### src/tsync_params.svh
`ifndef TSYNC_PARAMS_SVH
`define TSYNC_PARAMS_SVH
// Functional notes
// RULE1: network side commands, customer side responds
// RULE2: first octet is the sync type code
// RULE3: command is 26 octets, subtype 01
// RULE4: index, seconds, nanoseconds per event, twice
// RULE5: nanoseconds field always below one billion
// RULE6: first index is downstream count, multiple 16
// RULE7: second index is upstream count, fixed offset
// RULE8: first and fourth events within one superframe
// RULE9: our stamps are local clock at events
// RULE10: both clocks count from one epoch
// RULE11: exactly one reply: acknowledge or reject
// RULE12: acknowledge is 26 octets, subtype 81
// RULE13: reject is 3 octets, subtype 82, reason
// RULE14: reasons busy, invalid, gone, acquiring frequency
// RULE15: keep three latest aligned stamp pairs
// RULE16: network side should ask promptly
// RULE17: no delay asymmetry correction locally
// RULE18: unknown subtype gets invalid parameters reject
// RULE19: multi-octet fields travel most significant first
// type code is carried over from the message transport
`define TS_TYPE 8'h18
`define TS_SUB_CMD 8'h01
`define TS_SUB_ACK 8'h81
`define TS_SUB_REJ 8'h82
`define TS_RSN_NONE 8'h00
`define TS_RSN_BUSY 8'h01
`define TS_RSN_PARAM 8'h02
`define TS_RSN_GONE 8'h03
`define TS_RSN_FREQ 8'h04
`define TS_MSG_LEN 6'h1a
`define TS_REJ_LEN 6'h03
`define TS_OCT_SUB 6'h02
`define TS_OCT_IDX1_F 6'h03
`define TS_OCT_IDX1_L 6'h04
`define TS_OCT_NS1_F 6'h0b
`define TS_OCT_NS1_L 6'h0e
`define TS_OCT_NS4_F 6'h17
`define TS_OCT_NS4_L 6'h1a
`define TS_NS_LIMIT 32'h3b9aca00
`define TS_IDX_MASK 16'h000f
`define TS_DEPTH 3
`define TS_HELD_MAX 2'h3
`endif

### src/tsync_pkg.sv
package tsync_pkg;
   typedef enum logic [4:0] {
      ST_IDLE = 5'h01,
      ST_RECV = 5'h02,
      ST_SKIP = 5'h04,
      ST_EVAL = 5'h08,
      ST_SEND = 5'h10
   } state_e;
   typedef struct packed {
      logic [15:0] idx;
      logic [47:0] sec;
      logic [31:0] ns;
   } stamp_s;
   typedef struct packed {
      stamp_s t2;
      stamp_s t3;
   } sample_s;
endpackage

### src/octet_if.sv
`timescale 1ns/10ps
interface octet_if #(parameter int W = 8);
   logic valid;
   logic ready;
   logic [W-1:0] data;
   logic last;
   modport src (output valid, output data, output last, input ready);
   modport snk (input valid, input data, input last, output ready);
endinterface

### src/octet_skid.sv
`timescale 1ns/10ps
module octet_skid #(parameter int W = 8) (
   input wire logic clk,
   input wire logic rst_n,
   octet_if.snk up,
   octet_if.src dn
);
   logic [W:0] d0_r;
   logic [W:0] d1_r;
   logic v0_r;
   logic v1_r;
   logic push;
   logic pop;
   logic [W:0] in_w;

   // ready depends only on a flop, so no path from dn.ready to up.ready
   assign up.ready = !v1_r;
   assign dn.valid = v0_r;
   assign dn.data = d0_r[W-1:0];
   assign dn.last = d0_r[W];
   assign push = up.valid && !v1_r;
   assign pop = v0_r && dn.ready;
   assign in_w = {up.last, up.data};

   always_ff @(posedge clk) begin
      if (!rst_n) begin
         v0_r <= 1'b0;
         v1_r <= 1'b0;
      end else if (pop) begin
         v0_r <= v1_r || push;
         v1_r <= 1'b0;
      end else if (push) begin
         if (v0_r) begin
            v1_r <= 1'b1;
         end else begin
            v0_r <= 1'b1;
         end
      end
   end

   always_ff @(posedge clk) begin
      if (!rst_n) begin
         d0_r <= '0;
         d1_r <= '0;
      end else begin
         if (pop) begin
            d0_r <= v1_r ? d1_r : in_w;
         end else if (push && !v0_r) begin
            d0_r <= in_w;
         end
         if (push && v0_r && !pop) begin
            d1_r <= in_w;
         end
      end
   end
endmodule

### src/tsync_responder.sv
`timescale 1ns/10ps
`include "tsync_params.svh"
module tsync_responder (
   input wire logic CLK,
   input wire logic RST_N,
   input wire logic RX_VALID,
   input wire logic [7:0] RX_DATA,
   input wire logic RX_LAST,
   output logic RX_READY,
   output logic TX_VALID,
   output logic [7:0] TX_DATA,
   output logic TX_LAST,
   input wire logic TX_READY,
   input wire logic [47:0] RTC_SEC,
   input wire logic [31:0] RTC_NS,
   input wire logic DS_SF_EVT,
   input wire logic [15:0] DS_SF_CNT,
   input wire logic US_SF_EVT,
   input wire logic [15:0] US_SF_CNT,
   input wire logic UNIT_BUSY,
   input wire logic FREQ_ACQ,
   output logic [1:0] SAMPLES_HELD
);
   tsync_pkg::state_e st_r;
   tsync_pkg::state_e st_nxt;
   logic rx_ready_r;
   logic take;
   logic push;
   logic [5:0] cnt_r;
   logic [5:0] oct;
   logic [7:0] sub_r;
   logic [15:0] idx1_r;
   logic [31:0] ns1_r;
   logic [31:0] ns4_r;
   logic [207:0] resp_r;
   logic [5:0] left_r;
   logic param_bad;
   logic reply_c;
   logic [7:0] code_c;
   logic hit;
   tsync_pkg::sample_s hit_s;
   tsync_pkg::stamp_s pend_r;
   logic pend_v_r;
   tsync_pkg::sample_s slot_r [0:`TS_DEPTH-1];
   logic [`TS_DEPTH-1:0] slot_v_r;
   logic [1:0] wp_r;
   logic [1:0] held_r;
   logic ds_take;
   logic us_take;
   octet_if #(.W(8)) to_buf ();
   octet_if #(.W(8)) from_buf ();

   assign take = RX_VALID && rx_ready_r;
   assign oct = cnt_r + 6'h01;
   assign push = (st_r == tsync_pkg::ST_SEND) && to_buf.ready;
   assign RX_READY = rx_ready_r;
   assign SAMPLES_HELD = held_r;

   // the reply leaves through a two-word buffer so a stall loses nothing
   assign to_buf.valid = (st_r == tsync_pkg::ST_SEND);
   assign to_buf.data = resp_r[207:200];
   assign to_buf.last = (left_r == 6'h01);
   assign from_buf.ready = TX_READY;
   assign TX_VALID = from_buf.valid;
   assign TX_DATA = from_buf.data;
   assign TX_LAST = from_buf.last;

   octet_skid #(.W(8)) u_skid (
      .clk(CLK),
      .rst_n(RST_N),
      .up(to_buf),
      .dn(from_buf)
   );

   always_comb begin
      st_nxt = st_r;
      unique case (st_r)
         tsync_pkg::ST_IDLE: begin
            if (take && RX_DATA == `TS_TYPE) begin // [RULE2]
               st_nxt = RX_LAST ? tsync_pkg::ST_EVAL : tsync_pkg::ST_RECV;
            end else if (take && !RX_LAST) begin
               st_nxt = tsync_pkg::ST_SKIP;
            end
         end
         tsync_pkg::ST_RECV: begin
            if (take && RX_LAST) begin
               st_nxt = tsync_pkg::ST_EVAL;
            end
         end
         tsync_pkg::ST_SKIP: begin
            if (take && RX_LAST) begin
               st_nxt = tsync_pkg::ST_IDLE;
            end
         end
         tsync_pkg::ST_EVAL: begin
            st_nxt = reply_c ? tsync_pkg::ST_SEND : tsync_pkg::ST_IDLE;
         end
         tsync_pkg::ST_SEND: begin
            if (push && left_r == 6'h01) begin
               st_nxt = tsync_pkg::ST_IDLE;
            end
         end
      endcase
   end

   always_ff @(posedge CLK) begin
      if (!RST_N) begin
         st_r <= tsync_pkg::ST_IDLE;
      end else begin
         st_r <= st_nxt;
      end
   end

   // input is refused while a reply is pending, which back-pressures rx
   always_ff @(posedge CLK) begin
      if (!RST_N) begin
         rx_ready_r <= 1'b0;
      end else begin
         rx_ready_r <= (st_nxt == tsync_pkg::ST_IDLE) ||
            (st_nxt == tsync_pkg::ST_RECV) ||
            (st_nxt == tsync_pkg::ST_SKIP);
      end
   end

   // fields shift in msb first [RULE19]
   always_ff @(posedge CLK) begin
      if (!RST_N) begin
         cnt_r <= 6'h00;
         sub_r <= 8'h00;
         idx1_r <= 16'h0000;
         ns1_r <= 32'h00000000;
         ns4_r <= 32'h00000000;
      end else if (take && st_r == tsync_pkg::ST_IDLE) begin
         cnt_r <= 6'h01;
         sub_r <= 8'h00;
      end else if (take && st_r == tsync_pkg::ST_RECV) begin
         if (cnt_r != 6'h3f) begin
            cnt_r <= oct;
         end
         if (oct == `TS_OCT_SUB) begin
            sub_r <= RX_DATA;
         end
         if (oct >= `TS_OCT_IDX1_F && oct <= `TS_OCT_IDX1_L) begin // [RULE4]
            idx1_r <= {idx1_r[7:0], RX_DATA};
         end
         if (oct >= `TS_OCT_NS1_F && oct <= `TS_OCT_NS1_L) begin // [RULE4]
            ns1_r <= {ns1_r[23:0], RX_DATA};
         end
         if (oct >= `TS_OCT_NS4_F && oct <= `TS_OCT_NS4_L) begin // [RULE4]
            ns4_r <= {ns4_r[23:0], RX_DATA};
         end
      end
   end

   // acknowledge and reject subtypes are ours to send, never to answer
   assign reply_c = (sub_r != `TS_SUB_ACK) &&
      (sub_r != `TS_SUB_REJ); // [RULE1]

   always_comb begin
      param_bad = (sub_r != `TS_SUB_CMD) || // [RULE18]
         (cnt_r != `TS_MSG_LEN) || // [RULE3]
         (ns1_r >= `TS_NS_LIMIT) || (ns4_r >= `TS_NS_LIMIT) || // [RULE5]
         ((idx1_r & `TS_IDX_MASK) != 16'h0000); // [RULE6]
   end

   // match by downstream index; the upstream half rides along [RULE7]
   always_comb begin
      hit = 1'b0;
      hit_s = '0;
      for (int i = 0; i < `TS_DEPTH; i++) begin
         if (slot_v_r[i] && slot_r[i].t2.idx == idx1_r) begin
            hit = 1'b1;
            hit_s = slot_r[i];
         end
      end
   end

   always_comb begin
      if (UNIT_BUSY) begin // [RULE14]
         code_c = `TS_RSN_BUSY;
      end else if (FREQ_ACQ) begin
         code_c = `TS_RSN_FREQ;
      end else if (param_bad) begin
         code_c = `TS_RSN_PARAM;
      end else if (!hit) begin
         code_c = `TS_RSN_GONE;
      end else begin
         code_c = `TS_RSN_NONE;
      end
   end

   // one reply per command [RULE11]
   always_ff @(posedge CLK) begin
      if (!RST_N) begin
         resp_r <= '0;
         left_r <= 6'h00;
      end else if (st_r == tsync_pkg::ST_EVAL) begin
         if (code_c == `TS_RSN_NONE) begin
            // stamps go out raw, no asymmetry correction [RULE17]
            resp_r <= {`TS_TYPE, `TS_SUB_ACK, hit_s}; // [RULE12]
            left_r <= `TS_MSG_LEN;
         end else begin
            resp_r <= {`TS_TYPE, `TS_SUB_REJ, code_c, 184'h0}; // [RULE13]
            left_r <= `TS_REJ_LEN;
         end
      end else if (push) begin
         resp_r <= {resp_r[199:0], 8'h00};
         left_r <= left_r - 6'h01;
      end
   end

   // only aligned downstream events open a sample [RULE15]
   assign ds_take = DS_SF_EVT && ((DS_SF_CNT & `TS_IDX_MASK) == 16'h0000);
   // the next upstream event closes it; pairing is fixed [RULE8]
   assign us_take = US_SF_EVT && pend_v_r;

   // stamps share the network-side epoch carried by the rtc [RULE10]
   always_ff @(posedge CLK) begin
      if (!RST_N) begin
         pend_r <= '0;
         pend_v_r <= 1'b0;
      end else if (ds_take) begin
         pend_r <= {DS_SF_CNT, RTC_SEC, RTC_NS}; // [RULE9]
         pend_v_r <= 1'b1;
      end else if (us_take) begin
         pend_v_r <= 1'b0;
      end
   end

   // ring keeps the newest three; older ones are lost [RULE15]
   always_ff @(posedge CLK) begin
      if (!RST_N) begin
         for (int i = 0; i < `TS_DEPTH; i++) begin
            slot_r[i] <= '0;
         end
         slot_v_r <= '0;
         wp_r <= 2'h0;
         held_r <= 2'h0;
      end else if (us_take) begin
         slot_r[wp_r] <= {pend_r, US_SF_CNT, RTC_SEC, RTC_NS}; // [RULE9]
         slot_v_r[wp_r] <= 1'b1; // [RULE15]
         wp_r <= (wp_r == `TS_HELD_MAX - 2'h1) ? 2'h0 : wp_r + 2'h1;
         if (held_r != `TS_HELD_MAX) begin
            held_r <= held_r + 2'h1;
         end
      end
   end
endmodule

### config.mk
export PLATFORM = sky130hd
export DESIGN_NAME = tsync_responder
export DESIGN_NICKNAME = d
export VERILOG_FILES = /design/src/tsync_pkg.sv /design/src/octet_if.sv /design/src/octet_skid.sv /design/src/tsync_responder.sv
export VERILOG_INCLUDE_DIRS = /design/src
export SDC_FILE = /design/constraint.sdc
export NUM_CORES = 2
export LEC_CHECK = 0
export BUFFER_PORTS_ARGS = -buffer_cell sky130_fd_sc_hd__buf_2
export CAP_MARGIN = 20
export CORE_ASPECT_RATIO = 1.4
export CORE_UTILIZATION = 55
export CTS_CLUSTER_SIZE = 16
export DETAILED_ROUTE_END_ITERATION = 6
export GPL_TIMING_DRIVEN = 0
export PLACE_DENSITY = 0.74
export REMOVE_ABC_BUFFERS = 1
export SLEW_MARGIN = 40
export SYNTH_ARGS = -nofsm -noshare
export SYNTH_HDL_FRONTEND = slang
export SYNTH_HIERARCHICAL = 1
export SYNTH_SLANG_ARGS = --single-unit
export TNS_END_PERCENT = 10
### constraint.sdc
create_clock -name CLK -period 21.1 [get_ports CLK]
set_input_delay 4.22 -clock CLK [delete_from_list [all_inputs] [get_ports CLK]]
set_output_delay 4.22 -clock CLK [all_outputs]
set_load 0.05 [all_outputs]
# [Yosys cells after proc, flatten, opt, wreduce, memory -nomap -nowiden]
# Memories as Yosys holds them, arrays and structs flattened.
# Index checks and enable logic that the tools add are counted.
[word_totals] ff_bits=438 inputBits=129 out_inout_bits=13 mem_count=1 wordCells=157 mem_bits_rw=576
[mem_list] name="slot_r" depth=3 width=192 read_ports=3 rd_clocked_by_memory_dff=0 wr=3 line_no="tsync_responder.sv:44" text="tsync_pkg::sample_s slot_r [0:`TS_DEPTH-1];"
[classes] bitwise_logic=3 reduce_logical=53 n_addsub=4 n_lt_le_gt_ge=10 n_eq_ne=21 n_mux=44
[op_table] operator="$mux 192" n=4
[op_table] operator="$mux 208" n=2
[op_table] operator="$mux 194" n=1
[op_table] operator="$reduce_or 192->1" n=1
[op_table] operator="$ge 32x30->1 const B" n=2
[op_table] operator="$eq 16x16->1" n=3
[op_table] operator="$mux 5" n=7
[op_table] operator="$mux 9" n=3
[op_table] operator="$pmux 5 s5" n=1
[op_table] operator="$logic_and 1x1->1" n=22
[op_table] operator="$logic_not 16->1" n=1
[op_table] operator="$mux 1" n=16
[op_table] operator="$ne 8x8->1 const B" n=2
[op_table] operator="$reduce_bool 16->1" n=1
[op_table] operator="$mux 6" n=2
[op_table] operator="$reduce_bool 2->1" n=6
[op_table] operator="$eq 5x1->1 const B" n=2
[op_table] operator="$eq 5x2->1 const B" n=2
[op_table] operator="$eq 5x3->1 const B" n=2
[op_table] operator="$reduce_and 2->1" n=5
[op_table] operator="$reduce_and 3->1" n=3
[op_table] operator="$eq 8x5->1 const B" n=1
[op_table] operator="$logic_not 8->1" n=1
[op_table] operator="$mux 2" n=4
[op_table] operator="28 further kinds" n=41

# [Logic depth before layout (Yosys ltp)]
# An unclocked memory read counts as a cell.
[logic_depth] ltp_word=13 mapped_depth=12 mapped_depth_nobuf=9

# [Hierarchy]
# Netlist, hierarchy kept.
[modules_own_cells] mod="tsync_responder" area_per_inst_um2=44443.9 cells_each=4122 seq_area_each_um2=25664.6 n_inst=1
[modules_own_cells] mod="octet_skid" area_per_inst_um2=967.2 cells_each=103 seq_area_each_um2=400.4 n_inst=1

# [Worst setup path before layout]
# Ideal clock, no wire load.
[synth_timing] path_type="input -> register" from="in US_SF_EVT" to="mem slot_r[2][0] (netlist bit), enable pin" arrival_time_ps=17784 t_required_ps=20091 setup_time_ps=1009 stages=2 n_path_buf=0 path_slack_ps=2307 cell_sequence="nand2_1 -> o21ai_0"
[synth_lines] element="start: declaration" line_no="tsync_responder.sv:18" text="input wire logic US_SF_EVT,"
[synth_lines] element="end: declaration" line_no="tsync_responder.sv:44"

==> flow_metrics.tcl <==
set metrics [dict create \
    root_buffer "clkbuf_16" \
    crit_path_end_kind "flop" \
    first_global_vias 34130 \
    mappedNetlistArea_um2 45410 \
    die_h_um 342.0 \
    final_cells 5406 \
    crit_path_start "US_SF_EVT" \
    first_pass_iters 6 \
    drive_gt1_share_pct 15.78 \
    grt_max_degree 99 \
    cp.required_ps 21440 \
    rsz0062_at_grt "false" \
    post-route-period-util_pct 33.04 \
    ys_ff_latch 1014 \
    core_area_um2 81760 \
    hold_path_class "reg -> reg" \
    clk_transition_reported_paths_ps 70 \
    status "finished clean" \
    synth.avg_cell_area_um2 10.75 \
    maxClockFrequency_ghz 0.1434 \
    yosysTopAreaCellShare_pct 38.09 \
    setup_viol 0 \
    io_buffers 141 \
    wire_per_inst_um 23.45 \
    cts_buffers 98 \
    hold_buffers 0 \
    die_x_um 244.9 \
    crit_family "buffers and inverters" \
    timing.slew.headroom_pct 38.67 \
    viasPerCell 6.474 \
    yosysMostFrequentCell "edfxtp_1" \
    max-vdd-ir-drop_mv 0.06824 \
    yosys-top-cells-count "576 x edfxtp_1, 563 x o21ai_0, 438 x dfxtp_1" \
    dieArea_um2 83740 \
    yosysSeqAreaShare_pct 57.40 \
    grt_pass1_wl_um 195100 \
    synthCells 4225 \
    finalHoldViolations 0 \
    drv_slew 0 \
    synth_ff_type "edfxtp_1" \
    antenna_found_initial 25 \
    cpMostUsedCell "buf_2" \
    synthArstFlopShare_pct 0 \
    cp_max_fo 34 \
    place_inst 5216 \
    start_kind "primary input" \
    synth_top_cell_by_area "edfxtp_1" \
    r2r-start "idx1_r[2]" \
    post_cts.repair.setup_buffers 0 \
    path_class "in -> reg" \
    drt-total-wl_um 126700 \
    cts.sink_count 1014 \
    io-pin-count 142 \
    cts_tree "yes" \
    nNetsFinal 4382 \
    gp_congestion 0.8297 \
    min_period_ps 6972 \
    start_util_pct 55.54 \
    clk_path_buf_depth 3 \
    grt_use_total_pct 29.70 \
    ctsResizeCount 0 \
    power_density_nw_per_um2 78.44 \
    crit_arrival_ps 7310 \
    dp_hpwl_um 79210 \
    critPathSlowestCell "nand2b_4" \
    synthTopCellsByArea "edfxtp_1 38%, dfxtp_1 19%, o21ai_0 6.2%" \
    clock_latency_ps 680 \
    final.setup_skew_ps 27.86 \
    drc 0 \
    worst_pin_slew_ps 910.4 \
    synth_cell_types 65 \
    critical_path.cell_chain "buf_2 > nand2_1 > nor3_2 > buf_2 > buf_4 > buf_4 > buf_2 > buf_2 > nand2b_4 > buf_12 > buf_12 > buf_12" \
    hp-start "resp_r[198]" \
    ys_warn_count 6 \
    syn_to_final_growth_pct 15.05 \
    grt_overflow_total 0 \
    leakage_nw 19.34 \
    path_buf_inv 9 \
    synth-edff-count 576 \
    critPathMaxStageDelay_ps 540 \
    setup_tns_ps 0 \
    maxCapViolCount 0 \
    drtIter0Drc 3316 \
    h-tree-depth 3 \
    vias 35001 \
    ant_nets 0 \
    rows 124 \
]
==> power by group <==
part           switching (W)  internal [W]
logic              0.0000900     0.0000392
registers          0.0000142       0.00212
clock network       0.000757       0.00107
==> worst min-delay path: stages, from the launching register on <==
cell and delay, ps:
dfxtp_1 310, nand2_1 50, a21oi_1 50
==> state kept, by name (all words and copies together) (netlist names), 8 cells and up <==
| name | flops |
|---|---|
| ns4_r | 32 |
| u_skid/d0_r | 9 |
| pend_r | 96 |
| sub_r | 8 |
| idx1_r | 16 |
| u_skid/d1_r | 9 |
| slot_r | 576 |
| resp_r | 208 |
| ns1_r | 32 |
==> kinds of logic after synthesis <==
group | Yosys count | share of synthesized area, %
compound gates | 1113 | 15.79
xor+xnor | 63 | 1.215
fa+ha+maj | 8 | 0.2204
buf+inv | 462 | 4.152
flops | 1014 | 57.40
mux | 98 | 2.160
simple gates | 1467 | 19.07
==> stage by stage <==
| step | power, W | util (%) | setup slack [ps] | hold WS, ps | area [µm²] |
|---|---|---|---|---|---|
| CTS | 0.004111 | 63.87 | 14190 | 451.7 | 52220 |
| floorplan | 0.002234 | - | 2307 | 426.4 | 43560 |
| detailed placement | 0.002308 | 59.77 | 13490 | 442.9 | 48870 |
| global placement | 0.002313 | 55.78 | -38150 | 432.8 | 45610 |
| finish | 0.004098 | 63.90 | 14130 | 452.2 | 52250 |
| global route | 0.004195 | 63.89 | 13980 | 471.5 | 52240 |
==> final cells by class <==
cell class	instances	area [µm²]
fill	6276	29520
clock inverter	34	406.6
multi-input combinational	2749	17610
antenna	8	20.02
inverter	10	42.54
clock buffer	148	2949
sequential	1014	26070
tap	1071	1340
timing repair buffer	372	3814
==> final timing paths <==
kind / to / slack [ps] / depth (start not counted)
setup reg to reg: resp_r[15] / 16690 / 12
hold / removal: resp_r[206] / 450 / 2
setup / recovery: slot_r[0][82] / 14130 / 12
hold reg to reg: resp_r[206] / 450 / 2
==> placed cells by master, fill, tap and decap left out, types with 18 or more instances in the layout <==
cell type / synthesis / routed
a21boi_0: 43 / 43
buf_4: 1 / 82
edfxtp_1: 576 / 576
o22ai_1: 227 / 227
xor2_1: 34 / 34
o22ai_2: 130 / 130
buf_16: 0 / 23
clkbuf_1: 414 / 27
clkbuf_16: 0 / 105
a21oi_1: 87 / 86
nand2_1: 290 / 286
buf_2: 10 / 166
buf_6: 18 / 18
mux2i_1: 98 / 98
and4_1: 178 / 178
nand4_1: 198 / 198
buf_8: 0 / 26
xnor2_1: 29 / 28
and3_1: 204 / 203
o21ai_0: 563 / 562
and2_1: 390 / 389
nor2_1: 115 / 112
dfxtp_1: 438 / 437
buf_12: 0 / 57
==> metal layers <==
metal | part of all wire (%) | GRT usage [%] | vias to the layer above | wire (µm)
met5 | 0.14 | 0 | - | 179
li1 | - | - | 15768 | -
met3 | 7.2 | 4.637 | 288 | 9099
met2 | 52 | 52.80 | 1467 | 65440
met1 | 38 | 35.70 | 17450 | 48180
met4 | 3.0 | 12.14 | 28 | 3848
Note: power is estimated with default switching activity, not from simulation.
